### src/meter_handler_pkg.sv
// Shared constants and carriers of the handshake block
package meter_handler_pkg;

  // Widths
  localparam int VAL_W    = 16;
  localparam int NBINS    = 9;
  localparam int NOUTBINS = NBINS + 2;
  localparam int ADDR_W   = 8;
  localparam int PCT_W    = 7;

  // Register byte offsets
  localparam logic [ADDR_W-1:0] OFS_CTRL   = 8'h00;
  localparam logic [ADDR_W-1:0] OFS_START  = 8'h04;
  localparam logic [ADDR_W-1:0] OFS_STATUS = 8'h08;
  localparam logic [ADDR_W-1:0] OFS_FAULT  = 8'h0c;
  localparam logic [ADDR_W-1:0] OFS_LOWC   = 8'h10;
  localparam logic [ADDR_W-1:0] OFS_SEC    = 8'h14;
  localparam logic [ADDR_W-1:0] OFS_BINLO  = 8'h40;
  localparam logic [ADDR_W-1:0] OFS_BINHI  = 8'h80;
  localparam logic [ADDR_W-1:0] BIN_SPAN   = 8'h24;

  // Control register fields
  localparam int CTRL_EXT     = 0;
  localparam int CTRL_FREQ_LO = 1;
  localparam int CTRL_AUX     = 3;
  localparam int CTRL_BEN_LO  = 4;
  localparam int CTRL_W       = CTRL_BEN_LO + NBINS;
  localparam logic [CTRL_W-1:0] CTRL_RST = 13'h1ff0;

  // Other field positions
  localparam int LOWC_FS_LO = 8;
  localparam int SEC_HI_LO  = 16;
  localparam int STAT_ST_LO = 8;
  localparam logic [PCT_W-1:0] LOWC_PCT_RST = 7'h05;
  localparam logic [PCT_W-1:0] PCT_FULL     = 7'h64;
  localparam logic [VAL_W-1:0] VAL_MAX      = 16'hffff;
  localparam logic [VAL_W-1:0] VAL_ZERO     = 16'h0000;

  // Test frequency codes
  typedef enum logic [1:0] {
    FREQ_120HZ,
    FREQ_1KHZ,
    FREQ_1MHZ
  } freq_t;

  // Outer bins beyond the nine sorting bins
  localparam int BIN_OUT = NBINS;
  localparam int BIN_AUX = NBINS + 1;

  // Analog section report, one-cycle done strobe
  typedef struct packed {
    logic             done;
    logic             overload;
    logic             no_contact;
    logic [VAL_W-1:0] cap;
  } analog_result_t;

  // Computation section report, one-cycle done strobe
  typedef struct packed {
    logic             done;
    logic [VAL_W-1:0] primary;
    logic [VAL_W-1:0] secondary;
  } calc_result_t;

  // Judgment outputs toward the handler, all active low
  typedef struct packed {
    logic [NOUTBINS-1:0] bin_result_n;
    logic                primary_high_reject_n;
    logic                primary_low_reject_n;
    logic                secondary_reject_n;
    logic                overload_n;
    logic                small_or_open_reject_n;
  } judgment_t;

  localparam judgment_t JUDGE_IDLE = '1;

endpackage

### src/handler_input_stage.sv
// Trigger edge detection and front-panel lockout gating
`timescale 1ns/1ps
`default_nettype none
module handler_input_stage #(
  parameter int KEY_W = 8
) (
  // Clock and reset
  input  wire logic             pclk,
  input  wire logic             presetn,
  // Handler inputs
  input  wire logic             external_start_pulse,
  input  wire logic             panel_lock_n,
  // Front panel
  input  wire logic [KEY_W-1:0] key_press,
  output logic      [KEY_W-1:0] key_accept,
  // Decoded trigger
  output logic                  trig_rise
);

  logic trig_ff;

  // Previous trigger level for edge finding
  always_ff @(posedge pclk or negedge presetn) begin
    if (!presetn) begin
      trig_ff <= 1'b0;
    end else begin
      trig_ff <= external_start_pulse;
    end
  end

  assign trig_rise = external_start_pulse & ~trig_ff;

  // Keys vanish while the handler holds the lock
  always_ff @(posedge pclk or negedge presetn) begin
    if (!presetn) begin
      key_accept <= '0;
    end else begin
      key_accept <= panel_lock_n ? key_press : '0;
    end
  end

endmodule // handler_input_stage
`default_nettype wire

### src/meter_handler_handshake.sv
// Handler handshake and judgment output logic of the capacitance meter
//
// Contract
// - Primary above every bin drives primary-high reject low.
// - Primary below every bin drives primary-low reject low.
// - Secondary reject low when secondary lies outside its limits.
// - Trigger-accept low once a new trigger can be taken.
// - Small-or-open reject low at or below a percentage of range.
// - No-contact flags small-or-open only at 120 Hz and 1 kHz.
// - Overload low when the analog section cannot finish.
// - Front-panel keys ignored while panel lockout is low.
// - Fault low on self-test error, power loss or circuit malfunction.
// - Power-loss fault lasts only while power stays down.
// - Analog-done low as soon as the analog phase ends.
// - Cycle-done low when the sequence ends and judgment is valid.
// - Judgment outputs are invalid during computation after analog phase.
// - In external mode, a rising trigger edge starts a measurement.
// - Exactly one bin output asserted; none on overload.
//
// The APB register port and the placing of the registers are this design's own decisions.
`timescale 1ns/1ps
`default_nettype none
module meter_handler_handshake #(
  parameter int KEY_W = 8
) (
  // Clock and reset
  input  wire logic                                    pclk,
  input  wire logic                                    presetn,
  // APB slave
  input  wire logic                                    psel,
  input  wire logic                                    penable,
  input  wire logic                                    pwrite,
  input  wire logic [meter_handler_pkg::ADDR_W-1:0]    paddr,
  input  wire logic [31:0]                             pwdata,
  output logic      [31:0]                             prdata,
  output logic                                         pready,
  output logic                                         pslverr,
  // Handler inputs
  input  wire logic                                    external_start_pulse,
  input  wire logic                                    panel_lock_n,
  // Handler outputs
  output logic                                         trigger_accept_n,
  output logic                                         analog_done_n,
  output logic                                         cycle_done_n,
  output logic                                         fault_n,
  output meter_handler_pkg::judgment_t                 judgment,
  // Front panel
  input  wire logic [KEY_W-1:0]                        key_press,
  output logic      [KEY_W-1:0]                        key_accept,
  // Measurement sections
  output logic                                         meas_start,
  input  wire meter_handler_pkg::analog_result_t       analog_in,
  input  wire meter_handler_pkg::calc_result_t         calc_in,
  // Supervision
  input  wire logic                                    power_down,
  input  wire logic                                    selftest_err,
  input  wire logic                                    circuit_fault
);

  localparam int VW = meter_handler_pkg::VAL_W;
  localparam int NB = meter_handler_pkg::NBINS;

  typedef enum logic [2:0] {
    ST_READY,
    ST_ANALOG,
    ST_COMPUTE,
    ST_JUDGE
  } state_t;

  state_t                                   state_ff;
  state_t                                   nxt_state;
  logic [meter_handler_pkg::CTRL_W-1:0]     ctrl_ff;
  logic [meter_handler_pkg::PCT_W-1:0]      lowc_pct_ff;
  logic [VW-1:0]                            range_fs_ff;
  logic [VW-1:0]                            sec_lo_ff;
  logic [VW-1:0]                            sec_hi_ff;
  logic [VW-1:0]                            bin_lo_ff [NB];
  logic [VW-1:0]                            bin_hi_ff [NB];
  logic                                     selftest_ff;
  logic                                     circuit_ff;
  logic                                     power_ff;
  logic                                     overload_n_ff;
  logic                                     small_open_ff;
  logic [VW-1:0]                            prim_ff;
  logic [VW-1:0]                            sec_ff;
  logic                                     sw_start_ff;
  logic [31:0]                              prdata_ff;
  logic                                     trig_rise;
  logic                                     start_now;
  logic                                     wr_en;
  logic                                     setup;
  logic                                     hit;
  logic [31:0]                              rdata;
  logic [NB-1:0]                            in_bin;
  logic [NB-1:0]                            above;
  logic [NB-1:0]                            below;
  logic                                     ext_mode;
  logic                                     aux_en;
  logic [NB-1:0]                            bin_en;
  logic [1:0]                               freq;
  logic [3:0]                               bin_idx;
  logic                                     lo_hit;
  logic                                     hi_hit;
  logic [VW+meter_handler_pkg::PCT_W-1:0]   cap_scaled;
  logic [VW+meter_handler_pkg::PCT_W-1:0]   fs_scaled;
  meter_handler_pkg::judgment_t             nxt_judgment;

  assign ext_mode = ctrl_ff[meter_handler_pkg::CTRL_EXT];
  assign aux_en   = ctrl_ff[meter_handler_pkg::CTRL_AUX];
  assign freq     = ctrl_ff[meter_handler_pkg::CTRL_FREQ_LO +: 2];
  assign bin_en   = ctrl_ff[meter_handler_pkg::CTRL_BEN_LO +: NB];

  handler_input_stage #(
    .KEY_W (KEY_W)
  ) u_inputs (
    .pclk,
    .presetn,
    .external_start_pulse,
    .panel_lock_n,
    .key_press,
    .key_accept,
    .trig_rise
  );

  // APB decode; no wait states, read data staged at setup
  assign setup   = psel & ~penable;
  assign wr_en   = psel & penable & pwrite & hit;
  assign bin_idx = paddr[5:2];
  assign lo_hit  = (paddr >= meter_handler_pkg::OFS_BINLO) &&
                   (paddr < meter_handler_pkg::OFS_BINLO + meter_handler_pkg::BIN_SPAN);
  assign hi_hit  = (paddr >= meter_handler_pkg::OFS_BINHI) &&
                   (paddr < meter_handler_pkg::OFS_BINHI + meter_handler_pkg::BIN_SPAN);

  always_comb begin
    hit   = 1'b1;
    rdata = '0;
    if (lo_hit) begin
      rdata[VW-1:0] = bin_lo_ff[bin_idx];
    end else if (hi_hit) begin
      rdata[VW-1:0] = bin_hi_ff[bin_idx];
    end else begin
      unique case (paddr)
        meter_handler_pkg::OFS_CTRL: begin
          rdata[meter_handler_pkg::CTRL_W-1:0] = ctrl_ff;
        end
        meter_handler_pkg::OFS_START: begin
          rdata = '0;
        end
        meter_handler_pkg::OFS_STATUS: begin
          rdata[0] = trigger_accept_n;
          rdata[1] = analog_done_n;
          rdata[2] = cycle_done_n;
          rdata[3] = fault_n;
          rdata[4] = panel_lock_n;
          rdata[meter_handler_pkg::STAT_ST_LO +: 3] = state_ff;
        end
        meter_handler_pkg::OFS_FAULT: begin
          rdata[0] = selftest_ff;
          rdata[1] = circuit_ff;
          rdata[2] = power_ff;
        end
        meter_handler_pkg::OFS_LOWC: begin
          rdata[meter_handler_pkg::PCT_W-1:0] = lowc_pct_ff;
          rdata[meter_handler_pkg::LOWC_FS_LO +: VW] = range_fs_ff;
        end
        meter_handler_pkg::OFS_SEC: begin
          rdata[VW-1:0] = sec_lo_ff;
          rdata[meter_handler_pkg::SEC_HI_LO +: VW] = sec_hi_ff;
        end
        default: begin
          hit = 1'b0;
        end
      endcase
    end
  end

  assign pready  = 1'b1;
  assign pslverr = psel & penable & ~hit;
  assign prdata  = prdata_ff;

  always_ff @(posedge pclk or negedge presetn) begin
    if (!presetn) begin
      prdata_ff <= '0;
    end else if (setup) begin
      prdata_ff <= rdata;
    end
  end

  // Configuration registers
  always_ff @(posedge pclk or negedge presetn) begin
    if (!presetn) begin
      ctrl_ff     <= meter_handler_pkg::CTRL_RST;
      lowc_pct_ff <= meter_handler_pkg::LOWC_PCT_RST;
      range_fs_ff <= meter_handler_pkg::VAL_MAX;
      sec_lo_ff   <= meter_handler_pkg::VAL_ZERO;
      sec_hi_ff   <= meter_handler_pkg::VAL_MAX;
    end else if (wr_en) begin
      if (paddr == meter_handler_pkg::OFS_CTRL) begin
        ctrl_ff <= pwdata[meter_handler_pkg::CTRL_W-1:0];
      end
      if (paddr == meter_handler_pkg::OFS_LOWC) begin
        lowc_pct_ff <= pwdata[meter_handler_pkg::PCT_W-1:0];
        range_fs_ff <= pwdata[meter_handler_pkg::LOWC_FS_LO +: VW];
      end
      if (paddr == meter_handler_pkg::OFS_SEC) begin
        sec_lo_ff <= pwdata[VW-1:0];
        sec_hi_ff <= pwdata[meter_handler_pkg::SEC_HI_LO +: VW];
      end
    end
  end

  // Bin limits and per-bin comparison
  for (genvar i = 0; i < NB; i++) begin : g_bin
    always_ff @(posedge pclk or negedge presetn) begin
      if (!presetn) begin
        bin_lo_ff[i] <= meter_handler_pkg::VAL_ZERO;
        bin_hi_ff[i] <= meter_handler_pkg::VAL_MAX;
      end else if (wr_en && bin_idx == 4'(i)) begin
        if (lo_hit) begin
          bin_lo_ff[i] <= pwdata[VW-1:0];
        end
        if (hi_hit) begin
          bin_hi_ff[i] <= pwdata[VW-1:0];
        end
      end
    end
    // Disabled bins never match and never bound the range
    assign above[i]  = ~bin_en[i] | (prim_ff > bin_hi_ff[i]);
    assign below[i]  = ~bin_en[i] | (prim_ff < bin_lo_ff[i]);
    assign in_bin[i] = bin_en[i] & ~above[i] & ~below[i];
  end

  // Software start, usable only in internal trigger mode
  always_ff @(posedge pclk or negedge presetn) begin
    if (!presetn) begin
      sw_start_ff <= 1'b0;
    end else begin
      sw_start_ff <= wr_en && paddr == meter_handler_pkg::OFS_START && pwdata[0];
    end
  end

  // Triggers outside the ready state are dropped
  assign start_now = (state_ff == ST_READY) &&
                     (ext_mode ? trig_rise : sw_start_ff);

  // Measurement sequence
  always_comb begin
    nxt_state = state_ff;
    unique case (state_ff)
      ST_READY: begin
        if (start_now) begin
          nxt_state = ST_ANALOG;
        end
      end
      ST_ANALOG: begin
        if (analog_in.done) begin
          nxt_state = analog_in.overload ? ST_JUDGE : ST_COMPUTE;
        end
      end
      ST_COMPUTE: begin
        if (calc_in.done) begin
          nxt_state = ST_JUDGE;
        end
      end
      ST_JUDGE: begin
        nxt_state = ST_READY;
      end
    endcase
  end

  always_ff @(posedge pclk or negedge presetn) begin
    if (!presetn) begin
      state_ff <= ST_READY;
    end else begin
      state_ff <= nxt_state;
    end
  end

  always_ff @(posedge pclk or negedge presetn) begin
    if (!presetn) begin
      meas_start <= 1'b0;
    end else begin
      meas_start <= start_now;
    end
  end

  // Handshake outputs; cycle-done lands with judgment
  always_ff @(posedge pclk or negedge presetn) begin
    if (!presetn) begin
      trigger_accept_n <= 1'b0;
      analog_done_n    <= 1'b1;
      cycle_done_n     <= 1'b1;
    end else if (start_now) begin
      trigger_accept_n <= 1'b1;
      analog_done_n    <= 1'b1;
      cycle_done_n     <= 1'b1;
    end else begin
      if (state_ff == ST_ANALOG && analog_in.done) begin
        analog_done_n <= 1'b0;
      end
      if (state_ff == ST_JUDGE) begin
        cycle_done_n     <= 1'b0;
        trigger_accept_n <= 1'b0;
      end
    end
  end

  // Analog and computed results
  always_ff @(posedge pclk or negedge presetn) begin
    if (!presetn) begin
      overload_n_ff       <= 1'b0;
      small_open_ff <= 1'b0;
      prim_ff       <= meter_handler_pkg::VAL_ZERO;
      sec_ff        <= meter_handler_pkg::VAL_ZERO;
    end else begin
      if (state_ff == ST_ANALOG && analog_in.done) begin
        overload_n_ff       <= analog_in.overload;
        small_open_ff <= (cap_scaled <= fs_scaled) ||
                         (analog_in.no_contact &&
                          (freq == meter_handler_pkg::FREQ_120HZ ||
                           freq == meter_handler_pkg::FREQ_1KHZ));
      end
      if (state_ff == ST_COMPUTE && calc_in.done) begin
        prim_ff <= calc_in.primary;
        sec_ff  <= calc_in.secondary;
      end
    end
  end

  // Boundary as percent of range, compared without a divider
  assign cap_scaled = analog_in.cap * meter_handler_pkg::PCT_FULL;
  assign fs_scaled  = range_fs_ff * lowc_pct_ff;

  // Sorting judgment
  always_comb begin
    nxt_judgment = meter_handler_pkg::JUDGE_IDLE;
    nxt_judgment.small_or_open_reject_n = ~small_open_ff;
    if (overload_n_ff) begin
      nxt_judgment.overload_n = 1'b0;
    end else begin
      if (sec_ff < sec_lo_ff || sec_ff > sec_hi_ff) begin
        nxt_judgment.secondary_reject_n = 1'b0;
      end
      if (&above) begin
        nxt_judgment.primary_high_reject_n       = 1'b0;
        nxt_judgment.bin_result_n[meter_handler_pkg::BIN_OUT] = 1'b0;
      end else if (&below) begin
        nxt_judgment.primary_low_reject_n        = 1'b0;
        nxt_judgment.bin_result_n[meter_handler_pkg::BIN_OUT] = 1'b0;
      end else if (~|in_bin) begin
        nxt_judgment.primary_high_reject_n       = 1'b0;
        nxt_judgment.bin_result_n[meter_handler_pkg::BIN_OUT] = 1'b0;
      end else if (!nxt_judgment.secondary_reject_n) begin
        nxt_judgment.bin_result_n[aux_en ? meter_handler_pkg::BIN_AUX
                                         : meter_handler_pkg::BIN_OUT] = 1'b0;
      end else begin
        for (int b = NB - 1; b >= 0; b--) begin
          if (in_bin[b]) begin
            nxt_judgment.bin_result_n = '1;
            nxt_judgment.bin_result_n[b] = 1'b0;
          end
        end
      end
    end
  end

  // Inactive during a cycle, updated only at judgment
  always_ff @(posedge pclk or negedge presetn) begin
    if (!presetn) begin
      judgment <= meter_handler_pkg::JUDGE_IDLE;
    end else if (start_now) begin
      judgment <= meter_handler_pkg::JUDGE_IDLE;
    end else if (state_ff == ST_JUDGE) begin
      judgment <= nxt_judgment;
    end
  end

  // Fault sources; set wins over a software clear
  always_ff @(posedge pclk or negedge presetn) begin
    if (!presetn) begin
      selftest_ff <= 1'b0;
      circuit_ff  <= 1'b0;
      power_ff    <= 1'b0;
    end else begin
      power_ff <= power_down;
      if (selftest_err) begin
        selftest_ff <= 1'b1;
      end else if (wr_en && paddr == meter_handler_pkg::OFS_FAULT && pwdata[0]) begin
        selftest_ff <= 1'b0;
      end
      if (circuit_fault) begin
        circuit_ff <= 1'b1;
      end else if (wr_en && paddr == meter_handler_pkg::OFS_FAULT && pwdata[1]) begin
        circuit_ff <= 1'b0;
      end
    end
  end

  assign fault_n = ~(selftest_ff | circuit_ff | power_ff);

endmodule // meter_handler_handshake
`default_nettype wire

### config.mk
export PLATFORM = sky130hd
export DESIGN_NAME = meter_handler_handshake
export DESIGN_NICKNAME = d
export VERILOG_FILES = /design/src/meter_handler_pkg.sv /design/src/handler_input_stage.sv /design/src/meter_handler_handshake.sv
export SDC_FILE = /design/constraint.sdc
export NUM_CORES = 1
export LEC_CHECK = 0
export ABC_AREA = 0
export BUFFER_PORTS_ARGS = -buffer_cell sky130_fd_sc_hd__buf_2
export CORE_AREA = 3 3 320 243
export CTS_BUF_LIST = sky130_fd_sc_hd__clkbuf_4 sky130_fd_sc_hd__clkbuf_8
export CTS_CLUSTER_SIZE = 30
export DETAILED_ROUTE_END_ITERATION = 8
export DIE_AREA = 0 0 323 246
export GPL_ROUTABILITY_DRIVEN = 0
export PLACE_DENSITY = 0.72
export REMOVE_ABC_BUFFERS = 1
export SETUP_SLACK_MARGIN = 0.5
export SLEW_MARGIN = 20
export SYNTH_ARGS = -nofsm -noshare
export SYNTH_HDL_FRONTEND = slang
export SYNTH_SLANG_ARGS = --single-unit
### constraint.sdc
create_clock -name pclk -period 6.95 [get_ports pclk]
set_clock_uncertainty 0.15 [all_clocks]
set_input_delay 1.7375 -clock pclk [delete_from_list [all_inputs] [get_ports pclk]]
set_output_delay 1.7375 -clock pclk [all_outputs]
set_load 0.05 [all_outputs]
==> key figures, run 1 <==
Timing
  – Crit path time final: 6.12 ns
  – Crit share post-route: 0.881
  – Slew Viols, Final: 0
  – RSZ-0062 raised after global routing: no
  – Setup Viol. Count Final: 0
  – Worst slew pin tran: 1.16 ns
  – Relative slew slack: 0.221
  – Setup TNS: 0 ns
  – Final Hold Violating Endpoints: 0
  – Fmax: 163 MHz

Critical path
  – Worst setup EP type: register
  – Worst Setup Start Kind: register
  – CP arrival: 6.56 ns
  – Critical path data required time: 7.39 ns
  – Largest fanout on the critical path: 13
  – Classification of the worst setup path: register to register

Global route
  – Initial antenna violation count: 1
  – GRT Resource Usage Total: 0.259
  – Congestion Overflow GR: 0
  – Largest net degree at the start of global routing: 159
  – First-pass GRT wire length: 156000 um
  – Via count of the first global-routing pass: 25000

Run
  – # Max-Cap Violations: 0

Logic synthesis
  – Synthesis-stage register bit count: 457
  – Post-synthesis sequential area ratio: 0.348
  – Post-synth top area cell: dfrtp_1
  – Post-synth EDFFs: 0
  – Post-synth top flop: dfrtp_1
  – Yosys warning count: 0
  – Mapped Cells: 3192
  – Mapped cell area: 33600 sq um
  – Post-synth cell types: 85
  – Synth area leaders: dfrtp_1 (19%), dfstp_2 (16%), ha_1 (16%), mux2_2 (9.2%), inv_1 (4.9%)
  – Post-synth top area share: 0.188
  – Avg Cell Area, Syn: 10.5 sq um
  – Async SR Flop Fraction: 1.00

Layout
  – Fill cell count: 6781
  – Multi-input logic area: 19700 sq um
  – Non-Filler Instances: 4401
  – Share of layout cells above drive strength 1: 0.277
  – Reg area: 11700 sq um
  – Layout net count: 3981
  – Layout area overhead: 10.6%

Routing
  – Via count: 25700
  – Starting DRT DRC Count: 2379
  – Post-DRT Antenna Nets: 0
  – Total wire length: 103000 um
  – Pre-antenna DRT Iters: 8
  – Vias per cell: 5.85
  – Drt drc: 0
  – Wire per inst: 23.5 um

Floorplanning
  – CORE AREA: 74900 sq um
  – Initial core utilization: 0.449
  – Die area: 79500 sq um
  – IO Count: 173
  – Die H: 246 um
  – Die W: 323 um
  – FP Rows: 87

Clock tree
  – Max H-tree Level: 3
  – Total CTS buffers: 76
  – CTS Root Cell: clkbuf_8
  – CTS Sinks: 457
  – Clock slew at reported path FFs: 0.07 ns
  – CTS tree: done
  – Clock Latency Late Sink: 0.68 ns
  – Clock Tree Buf Depth: 3
  – Hold Buf Count CTS: 0

Placed design
  – Placed cells: 4259
  – Post-DP HPWL: 74900 um
  – I/O Buffers: 171

Pwr
  – PD cells: 259 nW/um^2
  – VDD IR max: 0.181 mV
  – P_leak: 17.4 nW

Run status
  – Outcome: complete, no violations

Hold path
  – HP Class: register to register
[metal layers]
metal  GRT usage  routed length (um)  vias up
met5           0                  13        -
met2       0.368               42500     1173
met3      0.0774               11300      208
met4      0.0887                3720        2
li1            -                   -    11600
met1       0.373               45700    12700
[cells by family after synthesis]
kind of cell               after synthesis  synth area share
and+or+nand+nor                        624            0.0993
DFF                                    457             0.348
buffers and inverters                  573            0.0679
muxes                                  406             0.157
other                                    1          0.000112
AOI/OAI and AO/OA                      592             0.113
adders and majority gates              508             0.207
xor gates and xnor gates                31           0.00808
[timing repair]
| item | 4_1_cts | 5_1_grt |
|---|---|---|
| gates resized for setup | 0 | 8 |
| endpoints found under the setup margin | 0 | 1 |
| setup buffers | 0 | 5 |
[final timing paths]
path                                             from                        end  slack, ns  depth (start not counted)
setup / recovery           lowc_pct_ff[6]$_DFFE_PN0P_  small_open_ff$_DFFE_PN0P_       0.83                         21
hold / removal                 prdata[30]$_DFFE_PN0P_     prdata[30]$_DFFE_PN0P_       0.32                          2
setup reg to reg           lowc_pct_ff[6]$_DFFE_PN0P_  small_open_ff$_DFFE_PN0P_       0.83                         21
hold reg to reg                prdata[30]$_DFFE_PN0P_     prdata[30]$_DFFE_PN0P_       0.32                          2
max in group asynchronous                     presetn     prdata[22]$_DFFE_PN0P_       4.31                          2
min in group asynchronous                     presetn     prim_ff[6]$_DFFE_PN0P_       0.88                          1
[flip-flops by register name, summed over array words and instances (netlist names), 2 cells and up]
register	flops
prdata	32
u_inputs.key_accept	8
sec_ff	16
bin_lo_ff	144
sec_hi_ff	16
lowc_pct_ff	7
judgment	16
prim_ff	16
sec_lo_ff	16
range_fs_ff	16
bin_hi_ff	144
state_ff	2
ctrl_ff	13
[synthesized netlist by cell type, types with 27 or more instances]
cell / count
mux2_1: 50
fa_1: 80
nand4_1: 42
dfstp_2: 205
a31oi_1: 27
clkbuf_1: 87
nand3_1: 33
and2_1: 87
mux2_2: 276
o21ai_0: 157
inv_1: 442
dfrtp_1: 252
mux4_2: 64
nand2_1: 224
a21o_1: 58
nor2_1: 71
a21oi_1: 148
ha_1: 428
nor2b_1: 28
[critical path: stages, from the launching register on]
cell and delay [ns]:
dfrtp_4 0.56, and2_1 0.19, fa_1 0.50, fa_1 0.52
fa_1 0.54, inv_1 0.06, fa_1 0.54, inv_1 0.04
ha_1 0.36, a21o_1 0.23, or3_1 0.31, a211o_1 0.28
nand3_1 0.11, a31oi_1 0.12, a21o_1 0.19, a21oi_1 0.17
xnor2_1 0.09, ha_1 0.31, nand4_1 0.12, nor2_1 0.18
o21ai_0 0.10, a221o_1 0.32
[metrics by stage]
step                 util  hold slack, ns  instance area [sq um]  setup slack [ns]  power, mW
global route        0.496           0.349                  37100             0.509       10.2
detailed placement  0.474           0.313                  35500             0.344       6.96
CTS                 0.495           0.327                  37100             0.540       9.54
finish              0.496           0.325                  37200             0.827       9.61
floorplan               -           0.279                  33000             0.516       5.52
global placement    0.474           0.307                  35500             0.407       6.83
[power by group]
group | total [mW] | switching [mW] | internal [mW]
sequential | 3.17 | 0.322 | 2.85
combinational | 3.88 | 2.37 | 1.51
clock | 2.56 | 1.18 | 1.38
[cells in the final DEF, fill, tap and decap left out, types with 10 or more instances in the layout]
master     netlist  layout
inv_1          442     442
ha_1           428     428
mux2_2         276     276
dfrtp_1        252     249
nand2_1        224     223
dfstp_2        205     204
buf_2            8     168
o21ai_0        157     157
a21oi_1        148     147
clkbuf_8         0      92
and2_1          87      87
fa_1            80      80
nor2_1          71      68
mux4_2          64      64
a21o_1          58      58
mux2_1          50      50
buf_4           10      50
nand4_1         42      42
nand3_1         33      33
nor2b_1         28      28
a31oi_1         27      27
clkbuf_4         0      27
a211oi_1        26      26
nor3_1          24      23
o21a_1          22      22
nand2b_1        21      20
a22oi_1         17      17
xnor2_1         16      16
and3_1          16      16
o211ai_1        16      16
mux2i_1         16      16
xor2_1          15      15
o31ai_1         14      14
nor4_1          15      14
o2111ai_1       14      14
a221o_1         13      13
a221oi_1        12      12
or3_1           10      10
[area by class of cell]
type	count	area share
Clock inverter	15	0.00317
Inverter	444	0.0449
Antenna cell	3	0.000202
Multi-Input combinational cell	2162	0.530
Sequential cell	457	0.315
Clock buffer	119	0.0395
Timing Repair Buffer	222	0.0348
Tap cell	979	0.0330
No activity file was read; power rests on OpenSTA's default activity.
==> run 2, diff against run 1 <==
- REMOVE_ABC_BUFFERS: 1 -> not set
==> run 2 against run 1 <==
Clock-buffer cell count grew 7. First-iteration DRC count grew 2.5%. Critical endpoint unchanged. Hold slack lost 0.0046 ns. Largest power group unchanged. Sequential power shrank 1%. Via count grew 0.69%. Global-route usage shrank 0.64 points. Core utilization grew 0.50 points. Wire length shrank 2.4%. Critical path type unchanged.
==> key figures, run 2 (synthesis gave the netlist of run 1 again) <==
Floorplanning
  – Die W: 323 um
  – IO Count: 173
  – FP Rows: 87
  – Die H: 246 um
  – Initial core utilization: 0.449
  – Die area: 79500 sq um
  – CORE AREA: 74900 sq um

Pwr
  – Design Power: 9.81 mW
  – VDD IR max: 0.153 mV
  – Clock Power Share: 0.292
  – P_leak: 17.6 nW
  – Internal Power: 6.00 mW
  – Flop pwr share: 0.319
  – Net Switching: 3.82 mW
  – Logic pwr share: 0.389
  – PD cells: 262 nW/um^2
  – Sw Share: 0.389

Clock tree
  – Max H-tree Level: 3
  – Clock Tree Buf Depth: 3
  – CTS tree: done
  – Clock slew at reported path FFs: 0.07 ns
  – CTS Root Cell: clkbuf_8
  – Clock Latency Late Sink: 0.69 ns
  – Total CTS buffers: 80
  – CTS Sinks: 457

Layout
  – Share of layout cells above drive strength 1: 0.284
  – Commonest non-fill, non-tap cell in the layout: inv_1
  – Layout net count: 4001
  – Layout area overhead: 11.7%
  – Finished Cell Area: 37500 sq um
  – Fill cell count: 6670
  – Most frequent cells in the layout: inv_1 (442), ha_1 (427), mux2_2 (276)
  – Final core occ: 0.501

Timing
  – RSZ-0062 raised after global routing: no
  – Worst slew pin tran: 1.08 ns
  – Setup Viol. Count Final: 0
  – Final Hold Violating Endpoints: 0
  – Crit path time final: 6.13 ns
  – Relative slew slack: 0.278
  – Setup TNS: 0 ns
  – Slew Viols, Final: 0
  – Fmax: 163 MHz
  – Crit share post-route: 0.883

Critical path
  – Classification of the worst setup path: register to register
  – Largest fanout on the critical path: 15
  – R2R setup slack: 0.82 ns
  – Worst Setup Start Kind: register
  – CP arrival: 6.56 ns
  – Critical path data required time: 7.38 ns
  – Worst setup EP type: register

Global route
  – First-pass GRT wire length: 154000 um
  – Congestion Overflow GR: 0
  – Initial antenna violation count: 7
  – Largest net degree at the start of global routing: 131
  – Via count of the first global-routing pass: 25500
  – GRT Resource Usage Total: 0.253

Routing
  – Starting DRT DRC Count: 2439
  – Vias per cell: 5.85
  – Total wire length: 101000 um
  – Via count: 25900
  – Pre-antenna DRT Iters: 7
  – Post-DRT Antenna Nets: 0
  – Drt drc: 0
  – Wire per inst: 22.8 um

Run
  – # Max-Cap Violations: 0

Logic synthesis
  – Mapped Nets: 3810

Hold path
  – HP Class: register to register

Placed design
  – Placed cell areas: 35500 sq um
  – Post-DP HPWL: 74000 um
  – I/O Buffers: 171

Run status
  – Outcome: complete, no violations
[run 2: cell count changes in the layout (fill, tap and decap cells not counted), sizes merged]
cell,change
clkinv,+3
clkbuf,+7
clkinvlp,+1
bufinv,+3
buf,+16
diode,-1
[run 2: critical path, cell delays in order, from the launching register on]
cell	delay [ns]
dfrtp_2	0.52
and2_1	0.22
fa_1	0.53
inv_1	0.05
fa_1	0.46
fa_1	0.57
inv_1	0.06
fa_1	0.49
ha_1	0.36
or3_1	0.32
o21ai_0	0.10
a21oi_2	0.07
a211o_1	0.31
nand3_1	0.12
a31oi_1	0.14
a21o_1	0.20
a21oi_1	0.17
xnor2_1	0.09
ha_1	0.33
nand4_1	0.13
nor2_1	0.16
o21ai_0	0.13
a221o_1	0.33
[run 2: power by group through the flow]
stage / logic, mW / registers (mW) / clock network, mW
2_1_floorplan: 2.33 / 3.24 / 0
3_3_place_gp: 3.59 / 3.16 / 0
3_5_place_dp: 3.72 / 3.16 / 0
4_1_cts: 3.75 / 3.12 / 2.90
5_1_grt: 4.26 / 3.14 / 3.02
6_report: 3.82 / 3.13 / 2.87
[run 2: per-layer routing]
metal / wire, um / global-route usage / up-vias
li1: - / - / 11600
met4: 4410 / 0.103 / 2
met3: 10400 / 0.0687 / 227
met2: 41800 / 0.363 / 1191
met5: 10 / 0 / -
met1: 44200 / 0.359 / 12800
[run 2: final cells by class]
| type | instances | area (sq um) | area share |
|---|---|---|---|
| diodes | 2 | 5.00 | 0.000133 |
| repair buffers | 238 | 1400 | 0.0372 |
| inverters | 444 | 1670 | 0.0444 |
| multi-input cells | 2162 | 19700 | 0.524 |
| clock buffers | 126 | 1620 | 0.0430 |
| flip-flops and latches | 457 | 11700 | 0.312 |
| well taps | 979 | 1220 | 0.0326 |
| clock inverters | 22 | 239 | 0.00637 |
[run 2: repair_timing]
item	4_1_cts	5_1_grt
buffers inserted	0	25
hold buffers	0	0
gates resized for setup	0	10
endpoints found under the setup margin	0	1
[run 2: worst paths after layout]
check	end	cells after the start	start
max in group asynchronous	bin_lo_ff[37]$_DFFE_PN0P_	2	presetn
worst max register to register	small_open_ff$_DFFE_PN0P_	22	lowc_pct_ff[3]$_DFFE_PN0P_
worst min-delay path	prdata[28]$_DFFE_PN0P_	2	prdata[28]$_DFFE_PN0P_
min in group asynchronous	prdata[5]$_DFFE_PN0P_	1	presetn
worst max-delay path	small_open_ff$_DFFE_PN0P_	22	lowc_pct_ff[3]$_DFFE_PN0P_
worst min register to register	prdata[28]$_DFFE_PN0P_	2	prdata[28]$_DFFE_PN0P_
[run 2: through the flow]
step | worst slack [ns] | cells | hold WS [ns]
after CTS | 0.687 | 4403 | 0.327
after floorplan | 1.07 | 3192 | 0.279
after global routing | 0.507 | 4429 | 0.350
after detailed placement | 0.509 | 4255 | 0.313
after global placement | 0.590 | 4255 | 0.305
final | 0.816 | 4430 | 0.320
